===== src/inc/rrs_cfg.svh =====
// Constants for the return, rotate, subtract, xor and sleep executor
// Summary of operation
// RQ1 - Return-with-literal loads the 8-bit literal into acc; flags untouched.
// RQ2 - Return-with-literal reloads PC from the stack head; two cycles.
// RQ3 - Rotate right through carry: old carry to bit 7, bit 0 to carry.
// RQ4 - Rotate result goes to acc when dest is 0, file register when 1.
// RQ5 - Subroutine return pops stack, loads PC, keeps flags, takes two cycles.
// RQ6 - Sleep clears the watchdog counter to 00h and its prescaler.
// RQ7 - Sleep sets the expiry flag and clears the power-down flag.
// RQ8 - After sleep the oscillator halts and execution stops until wake.
// RQ9 - Literal minus acc into acc, updating carry, nibble carry, zero.
// RQ10 - Xor literal into acc, updating only the zero flag.
// RQ11 - Destination select is one bit: 0 to acc, 1 to file register.
// RQ12 - Subtract carries are inverted borrows, from bit 7 and bit 3.
`ifndef RRS_CFG_SVH
`define RRS_CFG_SVH

// ****************************************
// Widths
// ****************************************
`define ADDR_W         12
`define DATA_W         32
`define BYTE_W         8
`define NIB_W          4
`define PC_W           13
`define FADDR_W        7
`define OP_W           3
`define ST_W           4

// ****************************************
// Register map and fields
// ****************************************
`define ADDR_INSTR     12'h000
`define ADDR_ACC       12'h004
`define ADDR_STAT      12'h008
`define ADDR_PC        12'h00C
`define FREG_SEL_LSB   9
`define FREG_SEL       3'h1
`define FREG_IDX_LSB   2
`define INSTR_DEST_BIT 8
`define INSTR_OP_LSB   12
`define STAT_C         0
`define STAT_N         1
`define STAT_Z         2
`define STAT_PWRDN     3
`define STAT_EXP       4
`define STAT_BUSY      5
`define STAT_SLP       6
`define RESP_OKAY      2'h0
`define RESP_SLVERR    2'h2

// ****************************************
// Encodings and reset values
// ****************************************
`define OP_NONE        3'h0
`define OP_RETLIT      3'h1
`define OP_ROTR        3'h2
`define OP_RETSUB      3'h3
`define OP_SUBLIT      3'h4
`define OP_XORLIT      3'h5
`define OP_SLEEP       3'h6
`define ST_IDLE        4'h1
`define ST_EXEC        4'h2
`define ST_SECOND      4'h4
`define ST_SLEEP       4'h8
`define ACC_RST        8'h00
`define PC_RST         13'h0000
`define EXPIRY_RST     1'b1
`define PDOWN_RST      1'b1
`define WDOG_CLR_VAL   8'h00

`endif


===== src/inc/rrs_pkg.sv =====
// Types shared by the executor and its arithmetic unit
`include "rrs_cfg.svh"
package rrs_pkg;
   typedef logic [`BYTE_W-1:0]  byte_t;
   typedef logic [`PC_W-1:0]    pc_t;
   typedef logic [`FADDR_W-1:0] faddr_t;

   typedef enum logic [`OP_W-1:0] {
      NO_OP               = `OP_NONE,
      RETURN_WITH_LITERAL = `OP_RETLIT,
      ROTATE_RIGHT_CARRY  = `OP_ROTR,
      SUB_RETURN          = `OP_RETSUB,
      LITERAL_MINUS_ACC   = `OP_SUBLIT,
      XOR_LITERAL_ACC     = `OP_XORLIT,
      SLEEP_OP            = `OP_SLEEP
   } op_e;

   typedef enum logic [`ST_W-1:0] {
      ST_IDLE   = `ST_IDLE,
      ST_EXEC   = `ST_EXEC,
      ST_SECOND = `ST_SECOND,
      ST_SLEEP  = `ST_SLEEP
   } state_e;

   typedef struct packed {
      op_e   op;
      logic  dest;
      byte_t lit;
   } instr_s;

   typedef struct packed {
      logic expiry;
      logic powerDown;
      logic zero;
      logic nibble;
      logic carry;
   } flags_s;

   typedef struct packed {
      byte_t value;
      logic  carry;
      logic  nibble;
      logic  zero;
      logic  setC;
      logic  setN;
      logic  setZ;
   } alu_s;

   function automatic logic zeroOf(input byte_t v);
      return v == `ACC_RST;
   endfunction
endpackage


===== src/core/rrs_alu.sv =====
// Arithmetic unit: result and flag updates for each operation
`timescale 1ns/1ps
`include "rrs_cfg.svh"
module rrs_alu (
   // Operation and operands
   input  wire rrs_pkg::op_e   op,
   input  wire rrs_pkg::byte_t acc,
   input  wire rrs_pkg::byte_t fileVal,
   input  wire rrs_pkg::byte_t lit,
   input  wire logic           carryIn,
   // Result with flag enables
   output rrs_pkg::alu_s       res
);
   import rrs_pkg::*;

   logic [`BYTE_W:0]  diff;
   logic [`NIB_W:0]   nibDiff;

   // Two's complement: k + ~w + 1, carry out is the inverted borrow
   assign diff    = {1'b0, lit} + {1'b0, ~acc} + {{`BYTE_W{1'b0}}, 1'b1};
   assign nibDiff = {1'b0, lit[`NIB_W-1:0]} + {1'b0, ~acc[`NIB_W-1:0]}
                  + {{`NIB_W{1'b0}}, 1'b1};

   always_comb begin
      res = '0;
      case (op)
         RETURN_WITH_LITERAL: begin
            res.value = lit; // see RQ1
         end
         ROTATE_RIGHT_CARRY: begin
            res.value = {carryIn, fileVal[`BYTE_W-1:1]}; // see RQ3
            res.carry = fileVal[0]; // see RQ3
            res.setC  = 1'b1;
         end
         LITERAL_MINUS_ACC: begin
            res.value  = diff[`BYTE_W-1:0]; // see RQ9
            res.carry  = diff[`BYTE_W]; // see RQ12
            res.nibble = nibDiff[`NIB_W]; // see RQ12
            res.zero   = zeroOf(diff[`BYTE_W-1:0]);
            res.setC   = 1'b1;
            res.setN   = 1'b1;
            res.setZ   = 1'b1;
         end
         XOR_LITERAL_ACC: begin
            res.value = acc ^ lit; // see RQ10
            res.zero  = zeroOf(acc ^ lit);
            res.setZ  = 1'b1;
         end
         default: begin
            res = '0;
         end
      endcase
   end
endmodule


===== src/core/return_rotate_sleep_exec.sv =====
// Executor for return, rotate, subtract, xor and sleep instructions
`timescale 1ns/1ps
`include "rrs_cfg.svh"
module return_rotate_sleep_exec (
   // Clock, reset, enable
   input  wire logic                core_clk,
   input  wire logic                rst,
   input  wire logic                ce,
   // AXI4-Lite write channels
   input  wire logic [`ADDR_W-1:0]  awaddr,
   input  wire logic                awvalid,
   output logic                     awready,
   input  wire logic [`DATA_W-1:0]  wdata,
   input  wire logic [3:0]          wstrb,
   input  wire logic                wvalid,
   output logic                     wready,
   output logic [1:0]               bresp,
   output logic                     bvalid,
   input  wire logic                bready,
   // AXI4-Lite read channels
   input  wire logic [`ADDR_W-1:0]  araddr,
   input  wire logic                arvalid,
   output logic                     arready,
   output logic [`DATA_W-1:0]       rdata,
   output logic [1:0]               rresp,
   output logic                     rvalid,
   input  wire logic                rready,
   // Fetch and return stack
   input  wire rrs_pkg::pc_t        stackHead,
   output logic                     stackPop,
   output logic                     pcLoad,
   output rrs_pkg::pc_t             pcValue,
   // Watchdog and oscillator
   output logic                     wdogClear,
   output logic                     prescClear,
   output logic                     oscStop,
   input  wire logic                wakeReq
);
   import rrs_pkg::*;

   // ****************************************
   // State
   // ****************************************
   state_e                 state_r, stateNxt;
   instr_s                 instr_r, instrNxt;
   flags_s                 flags_r, flagsNxt;
   byte_t                  acc_r, accNxt;
   byte_t                  freg [0:(1<<`FADDR_W)-1];
   logic                   awHeld_r, wHeld_r, bvalid_r, rvalid_r;
   logic [`ADDR_W-1:0]     awAddr_r;
   logic [`DATA_W-1:0]     wData_r, rdata_r;
   logic [3:0]             wStrb_r;
   logic [1:0]             bresp_r, rresp_r;
   logic                   wakeMeta_r, wakeSync_r;
   logic                   pcLoad_r, stackPop_r, oscStop_r;
   logic                   wdogClear_r, prescClear_r;
   pc_t                    pcValue_r;

   // ****************************************
   // Write address decode
   // ****************************************
   wire  stIdle   = state_r == ST_IDLE;
   wire  stExec   = state_r == ST_EXEC;
   wire  doWrite  = awHeld_r && wHeld_r && !bvalid_r;
   wire  wIsInstr = awAddr_r == `ADDR_INSTR;
   wire  wIsAcc   = awAddr_r == `ADDR_ACC;
   wire  wIsStat  = awAddr_r == `ADDR_STAT;
   wire  wIsPc    = awAddr_r == `ADDR_PC;
   wire  wIsFreg  = awAddr_r[`ADDR_W-1:`FREG_SEL_LSB] == `FREG_SEL;
   wire  wMapped  = wIsInstr || wIsAcc || wIsStat || wIsPc || wIsFreg;
   // New instructions are refused until the previous one retires
   wire  issue    = doWrite && wIsInstr && stIdle;
   wire  wLow     = doWrite && wStrb_r[0];
   wire  swAcc    = wLow && wIsAcc;
   wire  swStat   = wLow && wIsStat;
   wire  swFreg   = wLow && wIsFreg;
   wire  [1:0] wResp = (!wMapped || (wIsInstr && !stIdle)) ?
                       `RESP_SLVERR : `RESP_OKAY;
   wire  faddr_t wIdx = awAddr_r[`FREG_IDX_LSB +: `FADDR_W];

   // ****************************************
   // Execution datapath
   // ****************************************
   wire  op_e    curOp  = instr_r.op;
   wire  faddr_t curAdr = instr_r.lit[`FADDR_W-1:0];
   wire  byte_t  fileVal = freg[curAdr];
   wire  isRet  = curOp == RETURN_WITH_LITERAL || curOp == SUB_RETURN;
   wire  isRot  = curOp == ROTATE_RIGHT_CARRY;
   wire  isSlp  = curOp == SLEEP_OP;
   alu_s aluOut;

   rrs_alu i_rrs_alu (
      .op      (curOp),
      .acc     (acc_r),
      .fileVal (fileVal),
      .lit     (instr_r.lit),
      .carryIn (flags_r.carry),
      .res     (aluOut)
   );

   // Hardware updates win over a software write in the same cycle
   wire  accFromInst = stExec && (curOp == RETURN_WITH_LITERAL
                     || curOp == LITERAL_MINUS_ACC
                     || curOp == XOR_LITERAL_ACC
                     || (isRot && !instr_r.dest)); // see RQ4, RQ11
   assign accNxt = accFromInst ? aluOut.value :
                   swAcc ? wData_r[`BYTE_W-1:0] : acc_r; // see RQ1

   // Rotate write-back beats a software file write in the same cycle
   wire  hwFreg    = stExec && isRot && instr_r.dest; // see RQ4
   wire  fregWe    = hwFreg || swFreg;
   wire  faddr_t fregWAdr = hwFreg ? curAdr : wIdx;
   wire  byte_t  fregWDat = hwFreg ? aluOut.value : wData_r[`BYTE_W-1:0];

   // Flags: untouched by returns, only enabled bits move
   assign flagsNxt.carry  = (stExec && aluOut.setC) ? aluOut.carry :
                            swStat ? wData_r[`STAT_C] : flags_r.carry;
   assign flagsNxt.nibble = (stExec && aluOut.setN) ? aluOut.nibble :
                            swStat ? wData_r[`STAT_N] : flags_r.nibble;
   assign flagsNxt.zero   = (stExec && aluOut.setZ) ? aluOut.zero :
                            swStat ? wData_r[`STAT_Z] : flags_r.zero;
   assign flagsNxt.expiry    = (stExec && isSlp) | flags_r.expiry; // see RQ7
   assign flagsNxt.powerDown = !(stExec && isSlp) && flags_r.powerDown;

   assign instrNxt = issue ? instr_s'{op: op_e'(wData_r[`INSTR_OP_LSB +: `OP_W]),
                               dest: wData_r[`INSTR_DEST_BIT],
                               lit:  wData_r[`BYTE_W-1:0]} : instr_r;

   // ****************************************
   // Sequencer
   // ****************************************
   always_comb begin
      stateNxt = state_r;
      case (state_r)
         ST_IDLE: begin
            if (issue) begin
               stateNxt = ST_EXEC;
            end
         end
         ST_EXEC: begin
            if (isRet) begin
               stateNxt = ST_SECOND; // see RQ2, RQ5
            end else if (isSlp) begin
               stateNxt = ST_SLEEP; // see RQ8
            end else begin
               stateNxt = ST_IDLE;
            end
         end
         ST_SECOND: begin
            stateNxt = ST_IDLE;
         end
         ST_SLEEP: begin
            if (wakeSync_r) begin
               stateNxt = ST_IDLE; // see RQ8
            end
         end
         default: begin
            stateNxt = ST_IDLE;
         end
      endcase
   end

   always_ff @(posedge core_clk) begin
      if (rst) begin
         state_r <= ST_IDLE;
         instr_r <= '0;
         acc_r   <= `ACC_RST;
         flags_r <= '{expiry: `EXPIRY_RST, powerDown: `PDOWN_RST,
                      default: 1'b0};
      end else if (ce) begin
         state_r <= stateNxt;
         instr_r <= instrNxt;
         acc_r   <= accNxt;
         flags_r <= flagsNxt;
      end
   end

   // File registers hold no reset, like ordinary RAM
   always_ff @(posedge core_clk) begin
      if (ce && fregWe) begin
         freg[fregWAdr] <= fregWDat;
      end
   end

   // ****************************************
   // Side effects toward fetch, watchdog, clock
   // ****************************************
   always_ff @(posedge core_clk) begin
      if (rst) begin
         pcLoad_r     <= 1'b0;
         stackPop_r   <= 1'b0;
         pcValue_r    <= `PC_RST;
         wdogClear_r  <= 1'b0;
         prescClear_r <= 1'b0;
         oscStop_r    <= 1'b0;
      end else if (ce) begin
         pcLoad_r     <= stExec && isRet; // see RQ2, RQ5
         stackPop_r   <= stExec && isRet; // see RQ5
         pcValue_r    <= (stExec && isRet) ? stackHead : pcValue_r;
         wdogClear_r  <= stExec && isSlp; // see RQ6
         prescClear_r <= stExec && isSlp; // see RQ6
         oscStop_r    <= stateNxt == ST_SLEEP; // see RQ8
      end
   end

   // Wake pin comes from outside, two flops before use
   always_ff @(posedge core_clk) begin
      if (rst) begin
         wakeMeta_r <= 1'b0;
         wakeSync_r <= 1'b0;
      end else if (ce) begin
         wakeMeta_r <= wakeReq;
         wakeSync_r <= wakeMeta_r;
      end
   end

   // ****************************************
   // AXI4-Lite slave
   // ****************************************
   // Ready drops while frozen so no beat is taken and then lost
   assign awready = ce && !awHeld_r && !bvalid_r;
   assign wready  = ce && !wHeld_r && !bvalid_r;
   assign arready = ce && !rvalid_r;

   wire  faddr_t rIdx = araddr[`FREG_IDX_LSB +: `FADDR_W];
   wire  [`DATA_W-1:0] statWord = {{(`DATA_W-`STAT_SLP-1){1'b0}},
                                   state_r == ST_SLEEP, !stIdle,
                                   flags_r.expiry, flags_r.powerDown,
                                   flags_r.zero, flags_r.nibble,
                                   flags_r.carry};
   wire  rIsFreg = araddr[`ADDR_W-1:`FREG_SEL_LSB] == `FREG_SEL;
   wire  rMapped = araddr == `ADDR_INSTR || araddr == `ADDR_ACC
                || araddr == `ADDR_STAT || araddr == `ADDR_PC || rIsFreg;
   wire  [`DATA_W-1:0] rWord =
      araddr == `ADDR_INSTR ? `DATA_W'(instr_r) :
      araddr == `ADDR_ACC   ? `DATA_W'(acc_r) :
      araddr == `ADDR_STAT  ? statWord :
      araddr == `ADDR_PC    ? `DATA_W'(pcValue_r) :
      rIsFreg               ? `DATA_W'(freg[rIdx]) : '0;

   always_ff @(posedge core_clk) begin
      if (rst) begin
         awHeld_r <= 1'b0;
         wHeld_r  <= 1'b0;
         awAddr_r <= '0;
         wData_r  <= '0;
         wStrb_r  <= '0;
         bvalid_r <= 1'b0;
         bresp_r  <= `RESP_OKAY;
      end else if (ce) begin
         if (awvalid && awready) begin
            awHeld_r <= 1'b1;
            awAddr_r <= awaddr;
         end else if (doWrite) begin
            awHeld_r <= 1'b0;
         end
         if (wvalid && wready) begin
            wHeld_r <= 1'b1;
            wData_r <= wdata;
            wStrb_r <= wstrb;
         end else if (doWrite) begin
            wHeld_r <= 1'b0;
         end
         if (doWrite) begin
            bvalid_r <= 1'b1;
            bresp_r  <= wResp;
         end else if (bready) begin
            bvalid_r <= 1'b0;
         end
      end
   end

   always_ff @(posedge core_clk) begin
      if (rst) begin
         rvalid_r <= 1'b0;
         rdata_r  <= '0;
         rresp_r  <= `RESP_OKAY;
      end else if (ce) begin
         if (arvalid && arready) begin
            rvalid_r <= 1'b1;
            rdata_r  <= rWord;
            rresp_r  <= rMapped ? `RESP_OKAY : `RESP_SLVERR;
         end else if (rready) begin
            rvalid_r <= 1'b0;
         end
      end
   end

   assign bvalid     = bvalid_r;
   assign bresp      = bresp_r;
   assign rvalid     = rvalid_r;
   assign rdata      = rdata_r;
   assign rresp      = rresp_r;
   assign pcLoad     = pcLoad_r;
   assign stackPop   = stackPop_r;
   assign pcValue    = pcValue_r;
   assign wdogClear  = wdogClear_r;
   assign prescClear = prescClear_r;
   assign oscStop    = oscStop_r;

   wire  byte_t lit     = instr_r.lit;
   wire  byte_t rotExp  = {flags_r.carry, fileVal[`BYTE_W-1:1]};
   wire  byte_t subExp  = lit - acc_r;
   wire  byte_t xorExp  = lit ^ acc_r;
   wire  noBorrow       = lit >= acc_r;
   wire  nibNoBorrow    = lit[`NIB_W-1:0] >= acc_r[`NIB_W-1:0];
   wire  fileBit0       = fileVal[0];
   wire  run            = ce && stExec;
endmodule


===== config.mk =====
export PLATFORM = sky130hd
export DESIGN_NAME = return_rotate_sleep_exec
export DESIGN_NICKNAME = d
export VERILOG_FILES = /design/src/inc/rrs_pkg.sv /design/src/core/rrs_alu.sv /design/src/core/return_rotate_sleep_exec.sv
export VERILOG_INCLUDE_DIRS = /design/src /design/src/inc
export SDC_FILE = /design/constraint.sdc
export NUM_CORES = 2
export LEC_CHECK = 0
export BUFFER_PORTS_ARGS = -buffer_cell sky130_fd_sc_hd__buf_2
export CAP_MARGIN = 10
export CORE_ASPECT_RATIO = 1.5
export CORE_MARGIN = 8
export CORE_UTILIZATION = 45
export DETAILED_ROUTE_END_ITERATION = 10
export SYNTH_ARGS = -nofsm -noshare
export SYNTH_HDL_FRONTEND = slang
export SYNTH_SLANG_ARGS = --single-unit
export TNS_END_PERCENT = 10

===== constraint.sdc =====
create_clock -name core_clk -period 15.1 [get_ports core_clk]
set_input_delay 0.755 -clock core_clk [delete_from_list [all_inputs] [get_ports core_clk]]
set_output_delay 0.755 -clock core_clk [all_outputs]
set_load 0.005 [all_outputs]

==> impl_metrics.ini <==
[worst_setup_path]
startpoint_type = register
cpMaxStageDelayCell = dfxtp_4
worst-path-max-fanout = 92
max_stage_delay_ps = 950
crit_end = freg[83][3]
r2r_end = freg[83][3]
end_kind = register
required_ps = 15480
crit_top_cell = buf_4
path_class = register to register
ff2ff_setup_slack_ps = 8300
r2r_cells = 10
cp.arrival_ps = 7180
path_cells = buf_4 > buf_4 > buf_4 > mux4_2 > mux4_2 > nand2_1 > o211ai_1 > a21oi_1 > o21ai_4 > buf_4

[final_layout]
fillCellCount = 9666
area_growth_pct = 10.5
post-route-util_pct = 50.1
final_net_count = 3145
drive_gt1_share_pct = 30.4

[die]
dieArea_um2 = 129000
die_h_um = 437
die_x_um = 296
boundaryPins = 141
rows = 154
initial_core_util_pct = 45.3
fp.coreArea_um2 = 117000

[cts]
clkTransAtPathRegs_ps = 70
post-cts-setup-buffers = 0
postCtsResizedCells = 0
cts_hold_buf = 0
htreeDepth = 3
clk_latency_ps = 730
cts_buffer_depth = 3
ctsRootBufferMaster = clkbuf_16
cts-buffers-inserted = 104
cts.sink_count = 1122
tritoncts = built

[global_routing]
overflow = 0
antenna_found_initial = 3
grt_max_degree = 129
gr-usage-all-layers_pct = 25.3
first_global_vias = 31800
grt_first_pass_wirelength_um = 235000

[route]
routed_via_density = 6.51
dr.pass1.iters = 8
vias = 30600
post_drt_wl_per_cell_um = 35.0
drt-total-wl_um = 165000
drt_iter0_drc = 3381
ant_nets = 0
drc = 0

[sta]
setup_tns_ps = 0
fin_skew_ps = 26.7
hold_ws_ps = 258
rsz0062_at_grt = no
hold_viol_final = 0
timing.fmax_ghz = 0.147
setup_viol = 0
fin_crit_ps = 6800
finalMaxSlewViolations = 0
min_period_over_period_pct = 45.0
worstMarginPinSlew_ps = 1340
slew_headroom_pct = 10.2

[power_and_ir_drop]
p_per_area_nw_per_um2 = 111
p_leak_nw = 16.7
ir_drop_v = 0.0000721

[yosys]
yosysWarnings = 0
yosys.cell_types.count = 66
netlist_instances = 3009
synth_seq_cells = 1122
ys_seq_area_share_pct = 61.7
synth_edf_count = 1024
synth_ff_type = edfxtp_1
netlist_area_um2 = 53000
synth-async-reset-ratio_pct = 0
postSynthAreaPerCell_um2 = 17.6

[placement]
port_buffers = 96
place_congestion = 0.926
dp_hpwl_um = 112000

[flow_run]
drv_cap = 0

[outcome]
run_status = complete, no violations

[worst_hold_path]
hp-class = primary input to register
## area by class of cell
cell class	count	area, um2	area share (%)
Timing Repair Buffer	160	1040	1.78
Clock buffer	132	2830	4.83
Multi-Input combinational cell	1644	19200	32.8
Antenna cell	2	5.00	0.00854
Tap cell	1560	1950	3.33
Sequential cell	1122	32700	55.8
Inverter	21	81.3	0.139
Clock inverter	62	757	1.29
## Yosys cell counts (9+ instances only)
cell	n	area (um2)
a22oi_1	54	405
inv_1	21	78.8
ha_1	9	113
nand3_1	36	180
nor3_1	21	105
nand2_1	198	743
buf_2	62	310
mux4_2	586	13200
o21ai_0	49	245
a31oi_1	12	75.1
buf_1	27	101
nand3b_1	14	105
dfxtp_1	98	1960
nand2b_1	22	138
buf_4	54	405
o211ai_1	11	82.6
nor4_1	13	81.3
clkbuf_1	96	360
nor2b_1	23	144
o22ai_1	13	81.3
nor2_1	228	856
mux2i_1	76	761
a21oi_1	124	621
mux2_2	16	180
edfxtp_1	1024	30700
and2_1	9	56.3
## report_power, final
part	leakage [nW]	internal [mW]	switching [mW]
clock	1.77	1.61	1.21
combinational	5.66	0.108	0.192
sequential	9.26	3.38	0.00651
total	16.7	5.10	1.41
## metal layers
metal  GRT usage [%]  routed length [um]  vias to the layer above
met3            4.50               12000                      369
met5               0                   0                        -
met2            42.3               82300                     1416
met1            30.1               57600                    16300
li1                -                   -                    12500
met4            16.3               12800                        0
## flip-flops by register name, summed over array words and instances (netlist names), named ones only
signal,flops
wStrb_r,1
wakeMeta_r,1
freg,1024
bvalid,1
pcValue,13
bresp,1
state_r,4
stackPop,1
acc_r,8
lit,8
wHeld_r,1
prescClear,1
curOp,3
awAddr_r,12
rdata,13
rresp,1
oscStop,1
awHeld_r,1
flags_r,5
wakeSync_r,1
wData_r,12
instr_r,1
rvalid,1
## worst max-delay path: cells and delay by family, from the launching register on
kind,cells,cell delay (ps)
flops,1,950
simple gates,1,220
mux,2,690
compound gates,3,1190
buf+inv,4,3120
## cell families (layout without fill, tap and decap cells)
family                     Yosys count  count (layout)  share of synthesized area (%)
muxes                              678             678                           26.7
buffers and inverters              263             375                           2.43
xor gates and xnor gates             4               4                         0.0661
adders and majority gates           10              10                          0.250
other                                1              23                        0.00707
and+or+nand+nor                    606             606                           5.12
AOI/OAI and AO/OA                  325             325                           3.81
DFF                               1122            1122                           61.7
## stage by stage
| step | instance area (um2) | cells | power, mW | setup WS [ps] |
|---|---|---|---|---|
| final | 58600 | 4703 | 6.50 | 8300 |
| after global routing | 58600 | 4702 | 6.65 | 7800 |
| after CTS | 58600 | 4697 | 6.53 | 8140 |
| after detailed placement | 55000 | 4503 | 3.76 | 8180 |
| after global placement | 55000 | 4503 | 3.75 | 8420 |
| after floorplan | 53100 | 3029 | 3.65 | 6760 |
## layout by cell type, fill, tap and decap left out, types with 11 or more instances in the layout
master / count
clkbuf_1: 17
edfxtp_1: 1024
mux2_2: 12
dfxtp_1: 93
buf_4: 60
nand3b_1: 14
inv_1: 20
nor4_1: 11
conb_1: 21
a31oi_1: 12
a22oi_1: 54
o21ai_0: 45
nand2_1: 198
bufinv_16: 16
o211ai_1: 11
nand3_1: 31
nor2_1: 228
clkbuf_16: 107
nor3_1: 20
buf_2: 93
clkinv_2: 23
clkinv_1: 14
a21oi_1: 124
mux2i_1: 76
o22ai_1: 13
mux4_2: 586
nand2b_1: 22
nor2b_1: 21
## worst min-delay path by stage
stage                 startpoint    endpoint  slack (ps)  cells after the start
finish                  wdata[8]  wData_r[8]         260                      3
global route        stackHead[8]  pcValue[8]         260                      3
CTS                     wdata[8]  wData_r[8]         230                      3
detailed placement    flags_r[3]  flags_r[3]         440                      2
global placement      flags_r[3]  flags_r[3]         430                      2
floorplan             flags_r[4]  flags_r[4]         410                      2
(Power assumes the default switching activity.)
